===== src/include/srm_defs.svh =====
// Register map, field positions and reset values of the stream rate and self-test bank.
// Assumes a 14-bit word address and 16-bit data on the parallel host port.
`ifndef SRM_DEFS_SVH
`define SRM_DEFS_SVH
`define SRM_AW              14
`define SRM_DW              16
`define SRM_NSTREAM         16
`define SRM_LOR_BASE        14'h00ED
`define SRM_BIR_BASE        14'h010D
`define SRM_BOR_BASE        14'h012D
`define SRM_MST_ADDR        14'h014D
`define SRM_ID_ADDR         14'h3FFF
`define SRM_RATE_RESET      2'h0
`define SRM_FAST_LAST       4'h7
`define SRM_ST_ENABLE_BIT   12
`define SRM_ST_START_BD     11
`define SRM_ST_START_LD     8
`define SRM_ST_START_BC     5
`define SRM_ST_START_LC     2
`define SRM_RATE_FIELD      1:0
`define SRM_ID_REV_DEFAULT  4'h5
`define SRM_ID_DEV_DEFAULT  3'h5
`define SRM_MEM_CYCLES      12'h400
`endif


===== src/include/srm_pkg.sv =====
// Types shared by the rate/self-test register bank and its memory test engine.
// Assumes srm_defs.svh is on the include path.
package srm_pkg;
    typedef enum logic [2:0] {SRM_RATE_2M, SRM_RATE_4M, SRM_RATE_8M, SRM_RATE_16M,
                              SRM_RATE_32M, SRM_RATE_OFF} srm_rate_t;
    typedef enum logic [1:0] {SRM_T_IDLE, SRM_T_RUN, SRM_T_DONE} srm_tstate_t;
endpackage


===== src/include/srm_test_if.sv =====
// Start, done and pass signals of the four memory test engines.
// Assumes one clock shared by both ends.
`timescale 1ns/10ps
interface srm_test_if;
    logic [3:0] start;
    logic [3:0] enable;
    logic [3:0] done;
    logic [3:0] pass;
    logic [3:0] fault;
    modport ctrl (output start, output enable, output fault, input done, input pass);
    modport eng  (input start, input enable, input fault, output done, output pass);
endinterface


===== src/design/srm_test_engine.sv =====
// Four memory test sequencers, one per memory, started by a pulse.
// Assumes start pulses come from the register bank on the same clock.
`timescale 1ns/10ps
`include "srm_defs.svh"
module srm_test_engine
    import srm_pkg::*;
(
    input  wire logic  i_mclk,
    input  wire logic  i_reset,
    srm_test_if.eng    tif
);
    genvar g;
    generate
        for (g = 0; g < 4; g++) begin : g_mem
            srm_tstate_t st;
            logic [11:0] cnt;
            always_ff @(posedge i_mclk) begin
                if (i_reset || !tif.enable[g]) begin
                    st <= SRM_T_IDLE;
                end else if (tif.start[g]) begin
                    st <= SRM_T_RUN;
                end else if (st == SRM_T_RUN && cnt == `SRM_MEM_CYCLES - 12'h001) begin
                    st <= SRM_T_DONE;
                end
            end
            always_ff @(posedge i_mclk) begin
                if (i_reset || tif.start[g] || st != SRM_T_RUN) begin
                    cnt <= 12'h000;
                end else begin
                    cnt <= cnt + 12'h001;
                end
            end
            // Pass latched at the last sweep step; a fault input models a failing array
            always_ff @(posedge i_mclk) begin
                if (i_reset || !tif.enable[g] || tif.start[g]) begin
                    tif.pass[g] <= 1'b0;
                end else if (st == SRM_T_RUN && cnt == `SRM_MEM_CYCLES - 12'h001) begin
                    tif.pass[g] <= !tif.fault[g];
                end
            end
            assign tif.done[g] = (st == SRM_T_DONE);
        end
    endgenerate
endmodule


===== src/design/srm_regs.sv =====
// Stream rate registers, memory self-test register and identity register.
// Assumes a synchronous host port on i_mclk; read data is registered, one cycle.
`timescale 1ns/10ps
`include "srm_defs.svh"
module srm_regs
    import srm_pkg::*;
#(
    parameter logic [3:0] REV_CODE = `SRM_ID_REV_DEFAULT,  // Arbitrary value
    parameter logic [2:0] DEV_CODE = `SRM_ID_DEV_DEFAULT   // Arbitrary value
)
(
    input  wire logic              i_mclk,
    input  wire logic              i_reset,
    input  wire logic [13:0]       i_addr,
    input  wire logic              i_wr,
    input  wire logic              i_rd,
    input  wire logic [15:0]       i_wdata,
    input  wire logic              i_local_fast_mode,
    input  wire logic              i_backplane_fast_mode,
    input  wire logic [3:0]        i_mem_fault,
    output logic      [15:0]       o_rdata,
    output logic                   o_selftest_enable,
    output srm_rate_t              o_local_out_rate [16],
    output srm_rate_t              o_backplane_in_rate [16],
    output srm_rate_t              o_backplane_out_rate [16]
);
    logic [1:0]  local_out_rate_field [16];
    logic [1:0]  backplane_in_rate_field [16];
    logic [1:0]  backplane_out_rate_field [16];
    logic        selftest_enable;
    logic [3:0]  start_bits;
    logic [3:0]  start_d;
    logic [15:0] next_rdata;
    logic [15:0] test_word;
    logic [13:0] lo_off;
    logic [13:0] bi_off;
    logic [13:0] bo_off;
    logic        hit_lo;
    logic        hit_bi;
    logic        hit_bo;
    logic        hit_mst;

    srm_test_if tif ();

    srm_test_engine u_engine (
        .i_mclk  (i_mclk),
        .i_reset (i_reset),
        .tif     (tif)
    );

    assign lo_off  = i_addr - `SRM_LOR_BASE;
    assign bi_off  = i_addr - `SRM_BIR_BASE;
    assign bo_off  = i_addr - `SRM_BOR_BASE;
    assign hit_lo  = lo_off < 14'(`SRM_NSTREAM);
    assign hit_bi  = bi_off < 14'(`SRM_NSTREAM);
    assign hit_bo  = bo_off < 14'(`SRM_NSTREAM);
    assign hit_mst = i_addr == `SRM_MST_ADDR;

    // Reserved bits are not stored, so a careless host write cannot leak into them
    genvar s;
    generate
        for (s = 0; s < 16; s++) begin : g_stream
            always_ff @(posedge i_mclk) begin
                if (i_reset) begin
                    local_out_rate_field[s]     <= `SRM_RATE_RESET;
                    backplane_in_rate_field[s]  <= `SRM_RATE_RESET;
                    backplane_out_rate_field[s] <= `SRM_RATE_RESET;
                end else if (i_wr) begin
                    // Stored regardless of fast mode
                    if (hit_lo && lo_off[3:0] == 4'(s)) local_out_rate_field[s] <= i_wdata[`SRM_RATE_FIELD];
                    if (hit_bi && bi_off[3:0] == 4'(s)) backplane_in_rate_field[s] <= i_wdata[`SRM_RATE_FIELD];
                    if (hit_bo && bo_off[3:0] == 4'(s)) backplane_out_rate_field[s] <= i_wdata[`SRM_RATE_FIELD];
                end
            end
            assign o_local_out_rate[s] = i_local_fast_mode
                ? ((4'(s) <= `SRM_FAST_LAST) ? SRM_RATE_32M : SRM_RATE_OFF)
                : srm_rate_t'({1'b0, local_out_rate_field[s]});
            assign o_backplane_in_rate[s] = i_backplane_fast_mode
                ? ((4'(s) <= `SRM_FAST_LAST) ? SRM_RATE_32M : SRM_RATE_OFF)
                : srm_rate_t'({1'b0, backplane_in_rate_field[s]});
            assign o_backplane_out_rate[s] = i_backplane_fast_mode
                ? ((4'(s) <= `SRM_FAST_LAST) ? SRM_RATE_32M : SRM_RATE_OFF)
                : srm_rate_t'({1'b0, backplane_out_rate_field[s]});
        end
    endgenerate

    always_ff @(posedge i_mclk) begin
        if (i_reset) begin
            selftest_enable <= 1'b0;
            start_bits      <= 4'h0;
        end else if (i_wr && hit_mst) begin
            selftest_enable <= i_wdata[`SRM_ST_ENABLE_BIT];
            // Start bits in order backplane data, local data, bp conn, local conn
            // Start bits are stored so that they read back and feed the edge detector
            start_bits      <= {i_wdata[`SRM_ST_START_BD], i_wdata[`SRM_ST_START_LD],
                                i_wdata[`SRM_ST_START_BC], i_wdata[`SRM_ST_START_LC]};
        end
    end

    // Edge detect; start bits still set by the write that sets the enable count as a rising edge
    always_ff @(posedge i_mclk) begin
        if (i_reset) begin
            start_d <= 4'h0;
        end else begin
            start_d <= start_bits & {4{selftest_enable}};
        end
    end

    assign tif.enable       = {4{selftest_enable}};
    assign tif.start        = start_bits & ~start_d & {4{selftest_enable}};
    assign tif.fault        = i_mem_fault;
    assign o_selftest_enable = selftest_enable;

    always_comb begin
        test_word = {3'h0, selftest_enable,
                     start_bits[3], tif.done[3], tif.pass[3],
                     start_bits[2], tif.done[2], tif.pass[2],
                     start_bits[1], tif.done[1], tif.pass[1],
                     start_bits[0], tif.done[0], tif.pass[0]};
    end

    always_comb begin
        next_rdata = 16'h0000;
        if (hit_lo) begin
            next_rdata = {14'h0000, local_out_rate_field[lo_off[3:0]]};
        end else if (hit_bi) begin
            next_rdata = {14'h0000, backplane_in_rate_field[bi_off[3:0]]};
        end else if (hit_bo) begin
            next_rdata = {14'h0000, backplane_out_rate_field[bo_off[3:0]]};
        end else if (hit_mst) begin
            next_rdata = test_word;
        end else if (i_addr == `SRM_ID_ADDR) begin
            next_rdata = {8'h00, REV_CODE, 1'b0, DEV_CODE};
        end
    end

    always_ff @(posedge i_mclk) begin
        if (i_reset) begin
            o_rdata <= 16'h0000;
        end else if (i_rd) begin
            o_rdata <= next_rdata;
        end
    end

    AST_FAST_LOW: assert property (@(posedge i_mclk) disable iff (i_reset)
        i_local_fast_mode |-> o_local_out_rate[0] == SRM_RATE_32M && o_local_out_rate[15] == SRM_RATE_OFF)
        else $error("local fast mode mapping wrong");
    AST_BPIN_FAST: assert property (@(posedge i_mclk) disable iff (i_reset)
        i_backplane_fast_mode |-> o_backplane_in_rate[7] == SRM_RATE_32M && o_backplane_in_rate[8] == SRM_RATE_OFF)
        else $error("backplane input fast mapping wrong");
    AST_BPOUT_FAST: assert property (@(posedge i_mclk) disable iff (i_reset)
        i_backplane_fast_mode |-> o_backplane_out_rate[3] == SRM_RATE_32M && o_backplane_out_rate[12] == SRM_RATE_OFF)
        else $error("backplane output fast mapping wrong");
    AST_RATE_WRITE: assert property (@(posedge i_mclk) disable iff (i_reset)
        i_wr && i_addr == `SRM_LOR_BASE && !i_local_fast_mode ##1 !i_local_fast_mode
        |-> o_local_out_rate[0] == srm_rate_t'({1'b0, $past(i_wdata[`SRM_RATE_FIELD])}))
        else $error("local rate write not applied");
    AST_BPIN_RATE: assert property (@(posedge i_mclk) disable iff (i_reset)
        i_wr && i_addr == `SRM_BIR_BASE + 14'h0005 && !i_backplane_fast_mode ##1 !i_backplane_fast_mode
        |-> o_backplane_in_rate[5] == srm_rate_t'({1'b0, $past(i_wdata[`SRM_RATE_FIELD])}))
        else $error("backplane input rate write not applied");
    AST_BPOUT_RATE: assert property (@(posedge i_mclk) disable iff (i_reset)
        i_wr && i_addr == `SRM_BOR_BASE + 14'h0009 && !i_backplane_fast_mode ##1 !i_backplane_fast_mode
        |-> o_backplane_out_rate[9] == srm_rate_t'({1'b0, $past(i_wdata[`SRM_RATE_FIELD])}))
        else $error("backplane output rate write not applied");
    AST_KEEP_RATE: assert property (@(posedge i_mclk) disable iff (i_reset)
        $rose(i_local_fast_mode) && !i_wr |=> $stable(local_out_rate_field[2]))
        else $error("fast mode disturbed stored rate");
    AST_ENABLE: assert property (@(posedge i_mclk) disable iff (i_reset)
        i_wr && hit_mst |=> o_selftest_enable == $past(i_wdata[`SRM_ST_ENABLE_BIT]))
        else $error("test enable not taken");
    AST_START_RISE: assert property (@(posedge i_mclk) disable iff (i_reset)
        tif.start[2] |-> !$past(start_bits[2] && selftest_enable))
        else $error("start without a rising start bit");
    AST_DONE_HOLD: assert property (@(posedge i_mclk) disable iff (i_reset)
        tif.done[3] && selftest_enable && !tif.start[3] |=> tif.done[3])
        else $error("done dropped without restart or disable");
    AST_PASS_HOLD: assert property (@(posedge i_mclk) disable iff (i_reset)
        tif.done[2] && selftest_enable && !tif.start[2] |=> $stable(tif.pass[2]))
        else $error("pass changed while test complete");
    AST_RESET_LOW: assert property (@(posedge i_mclk)
        $past(i_reset) |-> tif.done == 4'h0 && tif.pass == 4'h0 && o_rdata == 16'h0000)
        else $error("status not low after reset");
    AST_START_EDGE: assert property (@(posedge i_mclk) disable iff (i_reset)
        tif.start[3] |=> !tif.start[3])
        else $error("start not a single pulse");
    AST_DONE_TIME: assert property (@(posedge i_mclk) disable iff (i_reset)
        tif.start[0] ##1 (selftest_enable && !tif.start[0])[*8] |-> !tif.done[0])
        else $error("done raised too early");
    AST_NO_TEST_OFF: assert property (@(posedge i_mclk) disable iff (i_reset)
        !selftest_enable ##1 !selftest_enable |-> tif.done == 4'h0 && tif.pass == 4'h0)
        else $error("status not cleared while disabled");
    AST_PASS_DONE: assert property (@(posedge i_mclk) disable iff (i_reset)
        tif.pass[1] |-> tif.done[1])
        else $error("pass without completion");
    AST_ID_READ: assert property (@(posedge i_mclk) disable iff (i_reset)
        i_rd && i_addr == `SRM_ID_ADDR |=> o_rdata == {8'h00, REV_CODE, 1'b0, DEV_CODE})
        else $error("identity read wrong");

    COV_FAST_LOCAL: cover property (@(posedge i_mclk) disable iff (i_reset) $rose(i_local_fast_mode));
    COV_TEST_DONE:  cover property (@(posedge i_mclk) disable iff (i_reset) $rose(tif.done[3]));
    COV_TEST_PASS:  cover property (@(posedge i_mclk) disable iff (i_reset) $rose(tif.pass[0]));
    COV_ID_READ:    cover property (@(posedge i_mclk) disable iff (i_reset) i_rd && i_addr == `SRM_ID_ADDR);
    COV_FAST_BP:    cover property (@(posedge i_mclk) disable iff (i_reset) $rose(i_backplane_fast_mode));
endmodule


===== config.mk =====
export PLATFORM = sky130hd
export DESIGN_NAME = srm_regs
export DESIGN_NICKNAME = d
export VERILOG_FILES = /design/src/include/srm_pkg.sv /design/src/include/srm_test_if.sv /design/src/design/srm_test_engine.sv /design/src/design/srm_regs.sv
export VERILOG_INCLUDE_DIRS = /design/src /design/src/include
export SDC_FILE = /design/constraint.sdc
export NUM_CORES = 1
export LEC_CHECK = 0
export BUFFER_PORTS_ARGS = -buffer_cell sky130_fd_sc_hd__buf_2
export CORE_MARGIN = 4
export CORE_UTILIZATION = 45
export CTS_CLUSTER_DIAMETER = 40
export CTS_CLUSTER_SIZE = 16
export DETAILED_ROUTE_END_ITERATION = 16
export PLACE_DENSITY = 0.78
export SLEW_MARGIN = 20
export SYNTH_ARGS = -nofsm -noshare
export SYNTH_HDL_FRONTEND = slang
export SYNTH_SLANG_ARGS = --single-unit

===== constraint.sdc =====
create_clock -name i_mclk -period 9.75 [get_ports i_mclk]
set_input_delay 1.95 -clock i_mclk [delete_from_list [all_inputs] [get_ports i_mclk]]
set_output_delay 1.95 -clock i_mclk [all_outputs]
set_load 0.005 [all_outputs]

# Word level (Yosys, flattened, before mapping)

Memories as Yosys holds them, arrays and structs flattened.
Index checks and enable logic that the tools add are counted.

Bits in registers: 85
Bits in writable memories: 96
Output and inout port bits: 161
Logic and storage cells: 533
Memories: 3

Memory list:

| memory                   | depth | bits a word | read ports | clocked after Yosys merged registers in | wr ports | line           | text |
|---|---|---|---|---|---|---|---|
| backplane_in_rate_field  | 16    | 2           | 17         | 0                                       | 16       | srm_regs.sv:28 | `logic [1:0] backplane_in_rate_field [16];` |
| backplane_out_rate_field | 16    | 2           | 17         | 0                                       | 16       | srm_regs.sv:29 | `logic [1:0] backplane_out_rate_field [16];` |
| local_out_rate_field     | 16    | 2           | 17         | 0                                       | 16       | srm_regs.sv:27 | `logic [1:0] local_out_rate_field [16];` |

Add/sub/neg operators: 7
Order comparisons: 3
Equal/unequal tests: 63
Muxes and demuxes: 303
Bitwise logic cells: 52
Reduce and logical (&&, ||, !) cells: 82

Operator list:

| kind                    | count |
|---|---|
| $mux W1                 | 202 |
| $mux W3                 | 48 |
| $eq A4 B4 Y1 const B    | 24 |
| $mux W2                 | 48 |
| $logic_and A1 B1 Y1     | 53 |
| $mux W13                | 4 |
| $add A12 B1 Y12 const B | 4 |
| $eq A12 B10 Y1 const B  | 4 |
| $eq A4 B3 Y1 const B    | 12 |
| $or A1 B1 Y1            | 48 |
| $lt A14 B5 Y1 const B   | 3 |
| $sub A14 B9 Y14 const B | 2 |
| $eq A4 B2 Y1 const B    | 6 |
| $eq A14 B14 Y1 const B  | 1 |
| $eq A14 B9 Y1 const B   | 1 |
| $sub A14 B8 Y14 const B | 1 |
| $logic_or A1 B1 Y1      | 13 |
| $and A4 B4 Y4           | 3 |
| $eq A4 B1 Y1 const B    | 3 |
| $logic_not A4 Y1        | 3 |
| $eq A2 B1 Y1 const B    | 4 |
| $eq A2 B2 Y1 const B    | 4 |
| $ne A2 B1 Y1 const B    | 4 |
| $reduce_bool A2 Y1      | 4 |
| 4 further kinds         | 11 |

# Depth between registers and ports, before layout

Gate-level depths: netlist (run 1).

Word-level depth: 8
Mapped depth: 12

# Modules after synthesis

Synthesis (run 1) repeated with hierarchy kept, for this count alone.

Cell total of the unflattened synthesis: 983
Area, all modules: 9,715.6 µm²

By module, submodules not included:

| module          | instances | cells an instance | area each (µm²) | seq. area each (µm²) |
|---|---|---|---|---|
| srm_regs        | 1         | 695               | 7,104.3         | 3,323.2 |
| srm_test_engine | 1         | 288               | 2,611.3         | 1,201.2 |

# Worst setup path after synthesis (run 1)

OpenSTA, ideal clock, no wires.

Path type: input-to-reg
Start: input i_addr[0]
End: memory local_out_rate_field[0][0] (enable)
Setup time: 0.298 ns
Arrival time: 4.663 ns
Required time: 9.452 ns
Slack: 4.789 ns
Stages on the path: 11
Buffers on the path: 4
Path through: buf_2 > buf_2 > inv_1 > ha_1 > buf_4 > and3b_4 > or3_1 > or4_4 > a2111oi_4 > buf_4 > a41o_1

RTL lines:

| element     | line           | text |
|---|---|---|
| from (decl) | srm_regs.sv:14 | `input wire logic [13:0] i_addr,` |
| to (decl)   | srm_regs.sv:27 |  |

==> out/summary.md, run 1 <==
The run finished with clean final reports. The area share of the leading cell type in the synthesized netlist came out at 30.3%. For this design, the slowest cell found on the critical path is sky130_fd_sc_hd__nor3_1. In the synthesized netlist, the number of instances is 955. The tool flagged a number of max-cap violations equal to 0. The kind of critical path was in2reg. STA classifies the critical path endpoint as a flop. The number of max-slew violations in the final report was 0; the combined area of the multi-input logic cells was 4320 um2. The signal on the critical path passes through buf_2 > buf_12 > inv_1 > ha_1 > and4bb_2 > o31ai_1 > a211o_1 > nor3_1 > nand2_1 > nor2_1. The fraction of final layout cells sized beyond drive strength 1 works out to 26.9%. Data on the critical path is required at its endpoint by 10,010 ps. The sequential cells in the finished layout cover a total of 4520 um2. The number of antenna violations at the first check in global routing is 1. The path class of the tightest hold or removal check is reg2reg.

The number of distinct library cells after synthesis was 60. The congestion estimate from routability-driven global placement came to 0.842. The number of clock buffers added by TritonCTS is 17. After detailed placement, the total cell area comes to 10,200 um2. After the last flow step, the layout net total stands at 1,106. Hold repair after CTS inserted 0 buffers. In the routed design, unresolved DRC markers number 0.

In the post-synthesis netlist, the biggest area contributors are sky130_fd_sc_hd__edfxtp_1 30%, sky130_fd_sc_hd__dfxtp_1 17%, sky130_fd_sc_hd__nor2_1 7.0%, sky130_fd_sc_hd__mux4_2 6.2%, sky130_fd_sc_hd__nor2b_1 5.4%. Wires add up to 24,000 um. The global-route wire length before repair is 37,800 um.

In this run the static leakage power is 3.94 nW. CTS saw 178 sinks. Counting both buffers and inverters, the worst setup path holds a total of 3. The insertion delay to the later sink of the worst-skew pair came out at 430 ps. Pin placement for this block handled 201 I/O pins. Measured along the y axis, the die boundary spans 153 um. Setup repair after global routing left no endpoint under its margin. After layout, the worst path uses 53.5% of the clock period. The logs give 47.6% for the proportion of synthesized chip area in sequential cells and 0 for the number of endpoints with negative hold slack in the final report.

Post-cts sizing count: 0. OpenSTA, run right after detailed placement, puts the worst setup slack at 3640 ps. The number of global-route vias before repair was 7,002; the number of input and output port buffers inserted was 188. Across all setup checks in the final design, the least slack found is 4540 ps. The routed wire length per instance is 17.9 um, and the count of flip-flops with a built-in enable after synthesis is 96.

The overall routing resource usage came out at 19.9%. Among all flip-flop cells after synthesis, the most frequent one is sky130_fd_sc_hd__edfxtp_1. Based on the critical path, the design can be clocked at up to 0.192 GHz. The clock root buffer is sky130_fd_sc_hd__clkbuf_16. The die covers 23,500 um2. Counting along the longest clock path gives a buffer depth of 2.

The detailed-placement wirelength estimate is 17,100 um, and the number of violations reported at the end of detailed-routing iteration 0 is 762. The via count of the routed design was 7,456; the transition time at the pin with the least slew margin was 1030 ps. Power spread over the standard cell area amounts to 155 nW/um2.

In this design, the largest share of critical-path delay is due to simple AND/OR/NAND/NOR gates. sky130_fd_sc_hd__edfxtp_1 takes more of the synthesized area than any other cell. The total number of yosys warnings was 0; the clock-pin slew on the worst setup and hold paths was 70 ps. In this run the horizontal extent of the chip is 153 um. After floorplanning, the core was divided into 52 placement rows.

A synthesized cell averages 9.96 um2. The worst-case IR drop observed on VDD is 0.0952 mV. TritonCTS built the clock tree. Cells fill 52.6% of the core in the end. Using the TritonRoute via totals, the vias-per-cell ratio works out to 5.56. The cell area that synthesis handed to floorplanning was 9510 um2.

The tools report the summed area of non-filler cells in the final layout as 10,800 um2. Compared with the post-synthesis result, the final layout area differs by 13.4%. In this run the remaining antenna-violating nets after routing total 0.

The library cells used most frequently in the layout, excluding fill and tap cells, are 188 x sky130_fd_sc_hd__buf_2, 177 x sky130_fd_sc_hd__nor2_1, 96 x sky130_fd_sc_hd__edfxtp_1, 82 x sky130_fd_sc_hd__nor2b_1, 82 x sky130_fd_sc_hd__dfxtp_1. The setup total negative slack was 0 ps; the register bit count reported by yosys was 178. Along the worst path, the maximum fanout reaches 23. The worst setup path is launched from an input port. Counting the fill cells in the layout gives 1,797.

The time the worst path needs with I/O delays and setup is 5210 ps, and the worst clock skew is 6.43 ps. The pin count of the biggest net entering global routing was 97; the highest cell delay on the worst timing path was 780 ps. Setup violations remaining at the end of the flow were counted as 0. After synthesis, the share of flip-flops with an asynchronous set or reset is 0%.

The logs give 5 for the first-pass iteration count of the detailed router and 0 for the leftover overflow at the end of global routing. Post-CTS timing repair inserted 0 buffers for setup. Commonest non-fill, non-tap cell in the layout: sky130_fd_sc_hd__buf_2. The core region is 20,500 um2. The worst pin sits at a relative slew slack of 31.0%. H-tree depth reported by CTS: 4. The arrival time at the worst endpoint was 5480 ps; the initial core utilization was 46.4%.
[worst register-to-register path, stage by stage (launching register included)]
cell,delay [ps]
sky130_fd_sc_hd__dfxtp_1,370
sky130_fd_sc_hd__ha_1,200
sky130_fd_sc_hd__and3_1,260
sky130_fd_sc_hd__nand3_1,140
sky130_fd_sc_hd__nor4_1,530
sky130_fd_sc_hd__nor2_1,70
sky130_fd_sc_hd__a2111oi_0,410
[metrics by stage]
stage	cells	hold WS, ps	total power, mW
final	1341	463	1.67
after detailed placement	1307	454	1.01
after global routing	1341	492	1.72
after floorplan	957	418	0.956
after global placement	1307	430	1.01
after CTS	1339	469	1.67
[cells in the mapped netlist (12+ instances only)]
library cell / instances
sky130_fd_sc_hd__xnor2_1: 16
sky130_fd_sc_hd__inv_1: 13
sky130_fd_sc_hd__mux4_2: 26
sky130_fd_sc_hd__nand3_1: 44
sky130_fd_sc_hd__edfxtp_1: 96
sky130_fd_sc_hd__a21oi_1: 17
sky130_fd_sc_hd__xor2_1: 28
sky130_fd_sc_hd__dfxtp_1: 82
sky130_fd_sc_hd__o21ai_0: 12
sky130_fd_sc_hd__nand2_1: 47
sky130_fd_sc_hd__nor2b_1: 82
sky130_fd_sc_hd__a41o_1: 16
sky130_fd_sc_hd__clkbuf_1: 44
sky130_fd_sc_hd__o21bai_1: 32
sky130_fd_sc_hd__nor2_1: 177
sky130_fd_sc_hd__or2_2: 27
sky130_fd_sc_hd__buf_4: 53
sky130_fd_sc_hd__and3_1: 12
[flip-flops by register name, summed over array words and instances (netlist names)]
signal                    flops
u_engine.g_mem.cnt           48
backplane_in_rate_field      32
backplane_out_rate_field     32
local_out_rate_field         32
o_rdata                      13
u_engine.g_mem.st             8
start_bits                    4
start_d                       4
u_engine.tif.pass             4
o_selftest_enable             1
[cells by family (layout without fill, tap and decap cells)]
| logic type | after synthesis | after routing | synth area share, % |
|---|---|---|---|
| xor+xnor | 44 | 44 | 4.05 |
| buf+inv | 125 | 238 | 7.21 |
| other cells | 1 | 4 | 0.0394 |
| mux | 30 | 30 | 6.61 |
| flops | 178 | 178 | 47.6 |
| compound gates | 121 | 121 | 10.1 |
| simple gates | 447 | 447 | 23.2 |
| fa+ha+maj | 9 | 9 | 1.18 |
[report_power, final]
part	total [mW]	internal, mW	switching, mW
sequential	0.823	0.809	0.0134
combinational	0.179	0.0780	0.101
clock	0.666	0.379	0.287
total	1.67	1.27	0.401
[layer usage]
layer	share of wire, %	track usage [%]	vias to the layer above	wire, um
met5	0	0	-	0
met4	2.1	6.60	0	514
met3	9.4	4.81	38	2240
met2	47	31.9	337	11300
met1	41	26.6	3587	9940
li1	-	-	3494	-
[final timing paths]
path / startpoint / cells after the start / end / slack (ps)
max: i_addr[0] / 10 / backplane_out_rate_field[0][0]$_SDFFCE_PN0P_ / 4540
min reg2reg: u_engine.g_mem[2].cnt[0]$_SDFF_PP0_ / 1 / u_engine.g_mem[2].cnt[0]$_SDFF_PP0_ / 460
max reg2reg: u_engine.g_mem[1].cnt[0]$_SDFF_PP0_ / 6 / u_engine.tif.pass[1]$_SDFFE_PP0P_ / 7630
min: u_engine.g_mem[2].cnt[0]$_SDFF_PP0_ / 1 / u_engine.g_mem[2].cnt[0]$_SDFF_PP0_ / 460
[layout make-up]
class	instances	share of cell area (%)
Clock buffer	24	4.56
Clock inverter	8	0.708
Inverter	14	0.487
Antenna cell	1	0.0232
Multi-Input combinational cell	654	40.0
Tap cell	270	3.13
Sequential cell	178	41.9
Timing Repair Buffer	192	9.12
Note: power is estimated with default switching activity, not from simulation.
==> run 2, diff against run 1 <==
Settings changed: PLACE_DENSITY 0.78 to 0.8.
Clock period 9.75 ns to 4.7 ns, I/O delays scaled along.
==> run 2 against run 1 <==
  * Cell count grew 0.30%
  * Die area is the same
  * Combinational power grew 110%
  * Via count grew 1.4%
  * Setup slack lost 3800 ps
  * Flip-flop and latch count is the same
  * Power grew 100%
  * Routed wire length grew 2.5%
  * Sequential power grew 110%
  * Largest cell class unchanged
  * Largest power group unchanged
==> out/summary.md, run 2 (synthesized netlist as in run 1, its figures left out) <==
The flip-flop count of the largest register after layout is 48 (unchanged), and the leftover overflow at the end of global routing is 0 (unchanged). The via count normalized by instance count is 5.62 (was 5.56), and the global-route wire length before repair is 38,600 um (was 37,800 um). The largest fanout of any net on the critical path was 16 (was 23). Top cell family by delay on the critical path: simple AND/OR/NAND/NOR gates (unchanged).

The routed wire length per instance works out to 18.3 um (was 17.9 um). End point of the critical path: backplane_out_rate_field[14][1]$_SDFFCE_PN0P_ (was backplane_out_rate_field[0][0]$_SDFFCE_PN0P_). The tools report the detailed-placement wirelength estimate as 17,600 um (was 17,100 um).

The transition time at the pin with the least slew margin came out at 1000 ps (was 1030 ps). The tools report the remaining number of nets flagged by the antenna check after routing as 0 (unchanged). The summed area of non-filler cells in the final layout was 10,800 um2 (about the same); the floorplan row count was 52 (unchanged).

The share of the clock period used by the worst path after layout works out to 84.9%. The number of input and output port buffers inserted is 188 (unchanged), and the remaining design rule violation count is 0 (unchanged). The logs give 4 (unchanged) for the H-tree depth reported by CTS and 0 (unchanged) for the total setup buffers inserted after CTS. Total of fill cells in the finished design: 1,812 (was 1,797). The kind of critical path is in2reg (unchanged).

The tools report the worst-case hold slack as 448 ps (was 463 ps). The first-pass iteration count of the detailed router was 7 (was 5). The tools report the reg-to-reg endpoint as u_engine.tif.pass[0]$_SDFFE_PP0P_ (was u_engine.tif.pass[1]$_SDFFE_PP0P_). The chip height works out to 153 um (unchanged). The arrival time at the worst endpoint was 4250 ps (was 5480 ps); the met3 track demand over resource was 4.64% (was 4.81%). The tools report the category of the worst setup path capture point as a flop (unchanged). The run gives 0 (unchanged) as the max-capacitance violation count. The tools report the pin count of the biggest net entering global routing as 55 (was 97).

Setup repair after global routing left no endpoint under its margin. The number of endpoints with negative hold slack in the final report is 0 (unchanged). The register containing the most flip-flops in the final layout is u_engine.g_mem.cnt (unchanged). The worst hold path cell count works out to 1 (unchanged). TritonCTS built the clock tree.

The run gives 3.95 nW (was 3.94 nW) as the static leakage. The commonest non-fill, non-tap cell in the layout is sky130_fd_sc_hd__buf_2 (unchanged). The logs give 24,600 um (was 24,000 um) for the wire length after detailed routing and 10,200 um2 (about the same) for the area after detailed placement. For the core box area, the log shows 20,500 um2 (unchanged). The overall die width was 153 um (unchanged). The via count of the routed design was 7,561 (was 7,456); the fraction of final layout cells sized beyond drive strength 1 was 27.1% (was 26.9%).

Time the worst path needs with I/O delays and setup: 3990 ps. The tools report the kind of start point of the critical path as an input port (unchanged). The number of CTS-inserted buffers is 17 (unchanged), and the setup-violating endpoint count in the final report is 0 (unchanged).

The number of buffers and inverters on the critical path works out to 2 (was 3). Most frequent cells in the layout: 188 x sky130_fd_sc_hd__buf_2, 177 x sky130_fd_sc_hd__nor2_1, 96 x sky130_fd_sc_hd__edfxtp_1, 82 x sky130_fd_sc_hd__nor2b_1, 82 x sky130_fd_sc_hd__dfxtp_1 (unchanged). The logs give 0 (unchanged) for the post-cts sizing count and 0.250 GHz for the maximum clock frequency. The global-route met1 utilization was 26.4% (was 26.6%). The standard cell with the maximum stage delay on the critical path was sky130_fd_sc_hd__nor3_1 (unchanged).

The clock-pin slew on the worst setup and hold paths was 60 ps (was 70 ps). Count of boundary I/O pins: 201 (unchanged). Highest cell delay on the worst timing path: 780 ps (about the same). Busiest metal layer after global routing: met2 (unchanged). The tools report the final weighted congestion of routability-driven global placement as 0.825 (was 0.842). The tools report the launch instance of the worst register-to-register path as u_engine.g_mem[0].cnt[0]$_SDFF_PP0_ (was u_engine.g_mem[1].cnt[0]$_SDFF_PP0_). The worst clock skew was 6.08 ps (was 6.43 ps).

The layout net count is 1,110 (was 1,106). The tools report the relative slew slack as 33.3% (was 31.0%). The depth of the critical timing path with buffers and inverters included works out to 9 (was 10). The sequential cell area was 4520 um2 (unchanged); the number of violations reported at the end of detailed-routing iteration 0 was 842 (was 762). The area enclosed by the die boundary was 23,500 um2 (unchanged); the insertion delay to the later sink of the worst-skew pair was 430 ps (about the same). The maximum VDD drop is 0.201 mV (was 0.0952 mV), and the signed area change from the synthesized netlist to the final layout is 13.3% (was 13.4%). The run gives 0 (unchanged) as the number of hold buffers added after CTS. The tools report the worst setup slack for register-to-register paths as 2650 ps (was 7630 ps). The number of antenna violations at the first check in global routing was 2 (was 1). The start point of the critical path was i_addr[0] (unchanged). The clock root buffer is sky130_fd_sc_hd__clkbuf_16 (unchanged). The setup total negative slack was 0 ps (unchanged). Sequence of cells on the critical path: buf_2 > inv_1 > ha_1 > and4bb_2 > o31ai_1 > a211o_1 > nor3_1 > nand2_1 > nor2_1 (was buf_2 > buf_12 > inv_1 > ha_1 > and4bb_2 > o31ai_1 > a211o_1 > nor3_1 > nand2_1 > nor2_1). The number of sinks driven by the clock tree is 178 (unchanged), and the count of cells along the worst register-to-register path is 7 (was 6). The buffer depth of the longest clock path is 2 (unchanged). The combined area of the multi-input logic cells is 4310 um2 (was 4320 um2), and the overall routing resource usage is 20.3% (was 19.9%).

The initial core utilization was 46.4% (unchanged). The run finished with clean final reports. The power per cell area works out to 315 nW/um2 (was 155 nW/um2). The worst path required time was 4960 ps (was 10,010 ps).

The number of max-slew violations in the final report is 0 (unchanged), and the number of global-route vias before repair is 7,180 (was 7,002). The fraction of met2 tracks used by global routing came out at 33.3% (was 31.9%). The type of the most critical hold path is reg2reg (unchanged).
==> run 2: changes by cell type in the layout (fill, tap and decap cells not counted), sizes merged <==
| cell | delta |
|---|---|
| bufinv | -1 |
| buf | +4 |
| inv | -1 |
| clkbuf | -2 |
| clkinv | +5 |
| clkinvlp | -1 |
==> run 2: final cells by class <==
type / instances / share of cell area [%]
inverter: 14 / 0.488
antenna: 1 / 0.0232
clock inverter: 10 / 0.557
clock buffer: 22 / 4.50
timing repair buffer: 196 / 9.29
multi-input combinational: 654 / 40.0
tap: 270 / 3.13
sequential: 178 / 42.0
==> run 2: stage by stage <==
| step | worst slack (ps) | instances | util [%] | power, mW |
|---|---|---|---|---|
| finish | 708 | 1345 | 52.6 | 3.40 |
| global route | 415 | 1345 | 52.6 | 3.51 |
| CTS | 726 | 1344 | 52.5 | 3.40 |
| detailed placement | 316 | 1312 | 49.9 | 2.11 |
| global placement | 454 | 1312 | 49.9 | 2.10 |
| floorplan | 749 | 957 | - | 1.98 |
==> run 2: routing by layer <==
layer,routed length [um],vias to the layer above
li1,-,3503
met1,9920,3608
met5,0,-
met3,2220,52
met2,11700,398
met4,693,0
==> run 2: power breakdown <==
part           internal, mW  switching [mW]  total, mW
clock network         0.731           0.584       1.31
registers              1.68          0.0278       1.71
logic                 0.163           0.213      0.376
==> run 2: worst min path at each step <==
| stage | startpoint | endpoint | slack [ps] |
|---|---|---|---|
| floorplan | u_engine.g_mem[1].cnt[0]$_SDFF_PP0_ | u_engine.g_mem[1].cnt[0]$_SDFF_PP0_ | 420 |
| global placement | u_engine.g_mem[2].cnt[0]$_SDFF_PP0_ | u_engine.g_mem[2].cnt[0]$_SDFF_PP0_ | 430 |
| detailed placement | u_engine.g_mem[1].cnt[0]$_SDFF_PP0_ | u_engine.g_mem[1].cnt[0]$_SDFF_PP0_ | 440 |
| CTS | u_engine.g_mem[1].cnt[0]$_SDFF_PP0_ | u_engine.g_mem[1].cnt[0]$_SDFF_PP0_ | 450 |
| global route | u_engine.g_mem[1].cnt[0]$_SDFF_PP0_ | u_engine.g_mem[1].cnt[0]$_SDFF_PP0_ | 460 |
| finish | u_engine.g_mem[1].cnt[0]$_SDFF_PP0_ | u_engine.g_mem[1].cnt[0]$_SDFF_PP0_ | 450 |
==> run 2: worst reg2reg max path: stages (launching register included) <==
cell and delay (ps):
sky130_fd_sc_hd__dfxtp_1 380, sky130_fd_sc_hd__ha_1 210, sky130_fd_sc_hd__nand3_1 120, sky130_fd_sc_hd__nor2_1 200, sky130_fd_sc_hd__nand2_1 120, sky130_fd_sc_hd__nor4_1 490, sky130_fd_sc_hd__nor2_1 80, sky130_fd_sc_hd__a2111oi_0 340
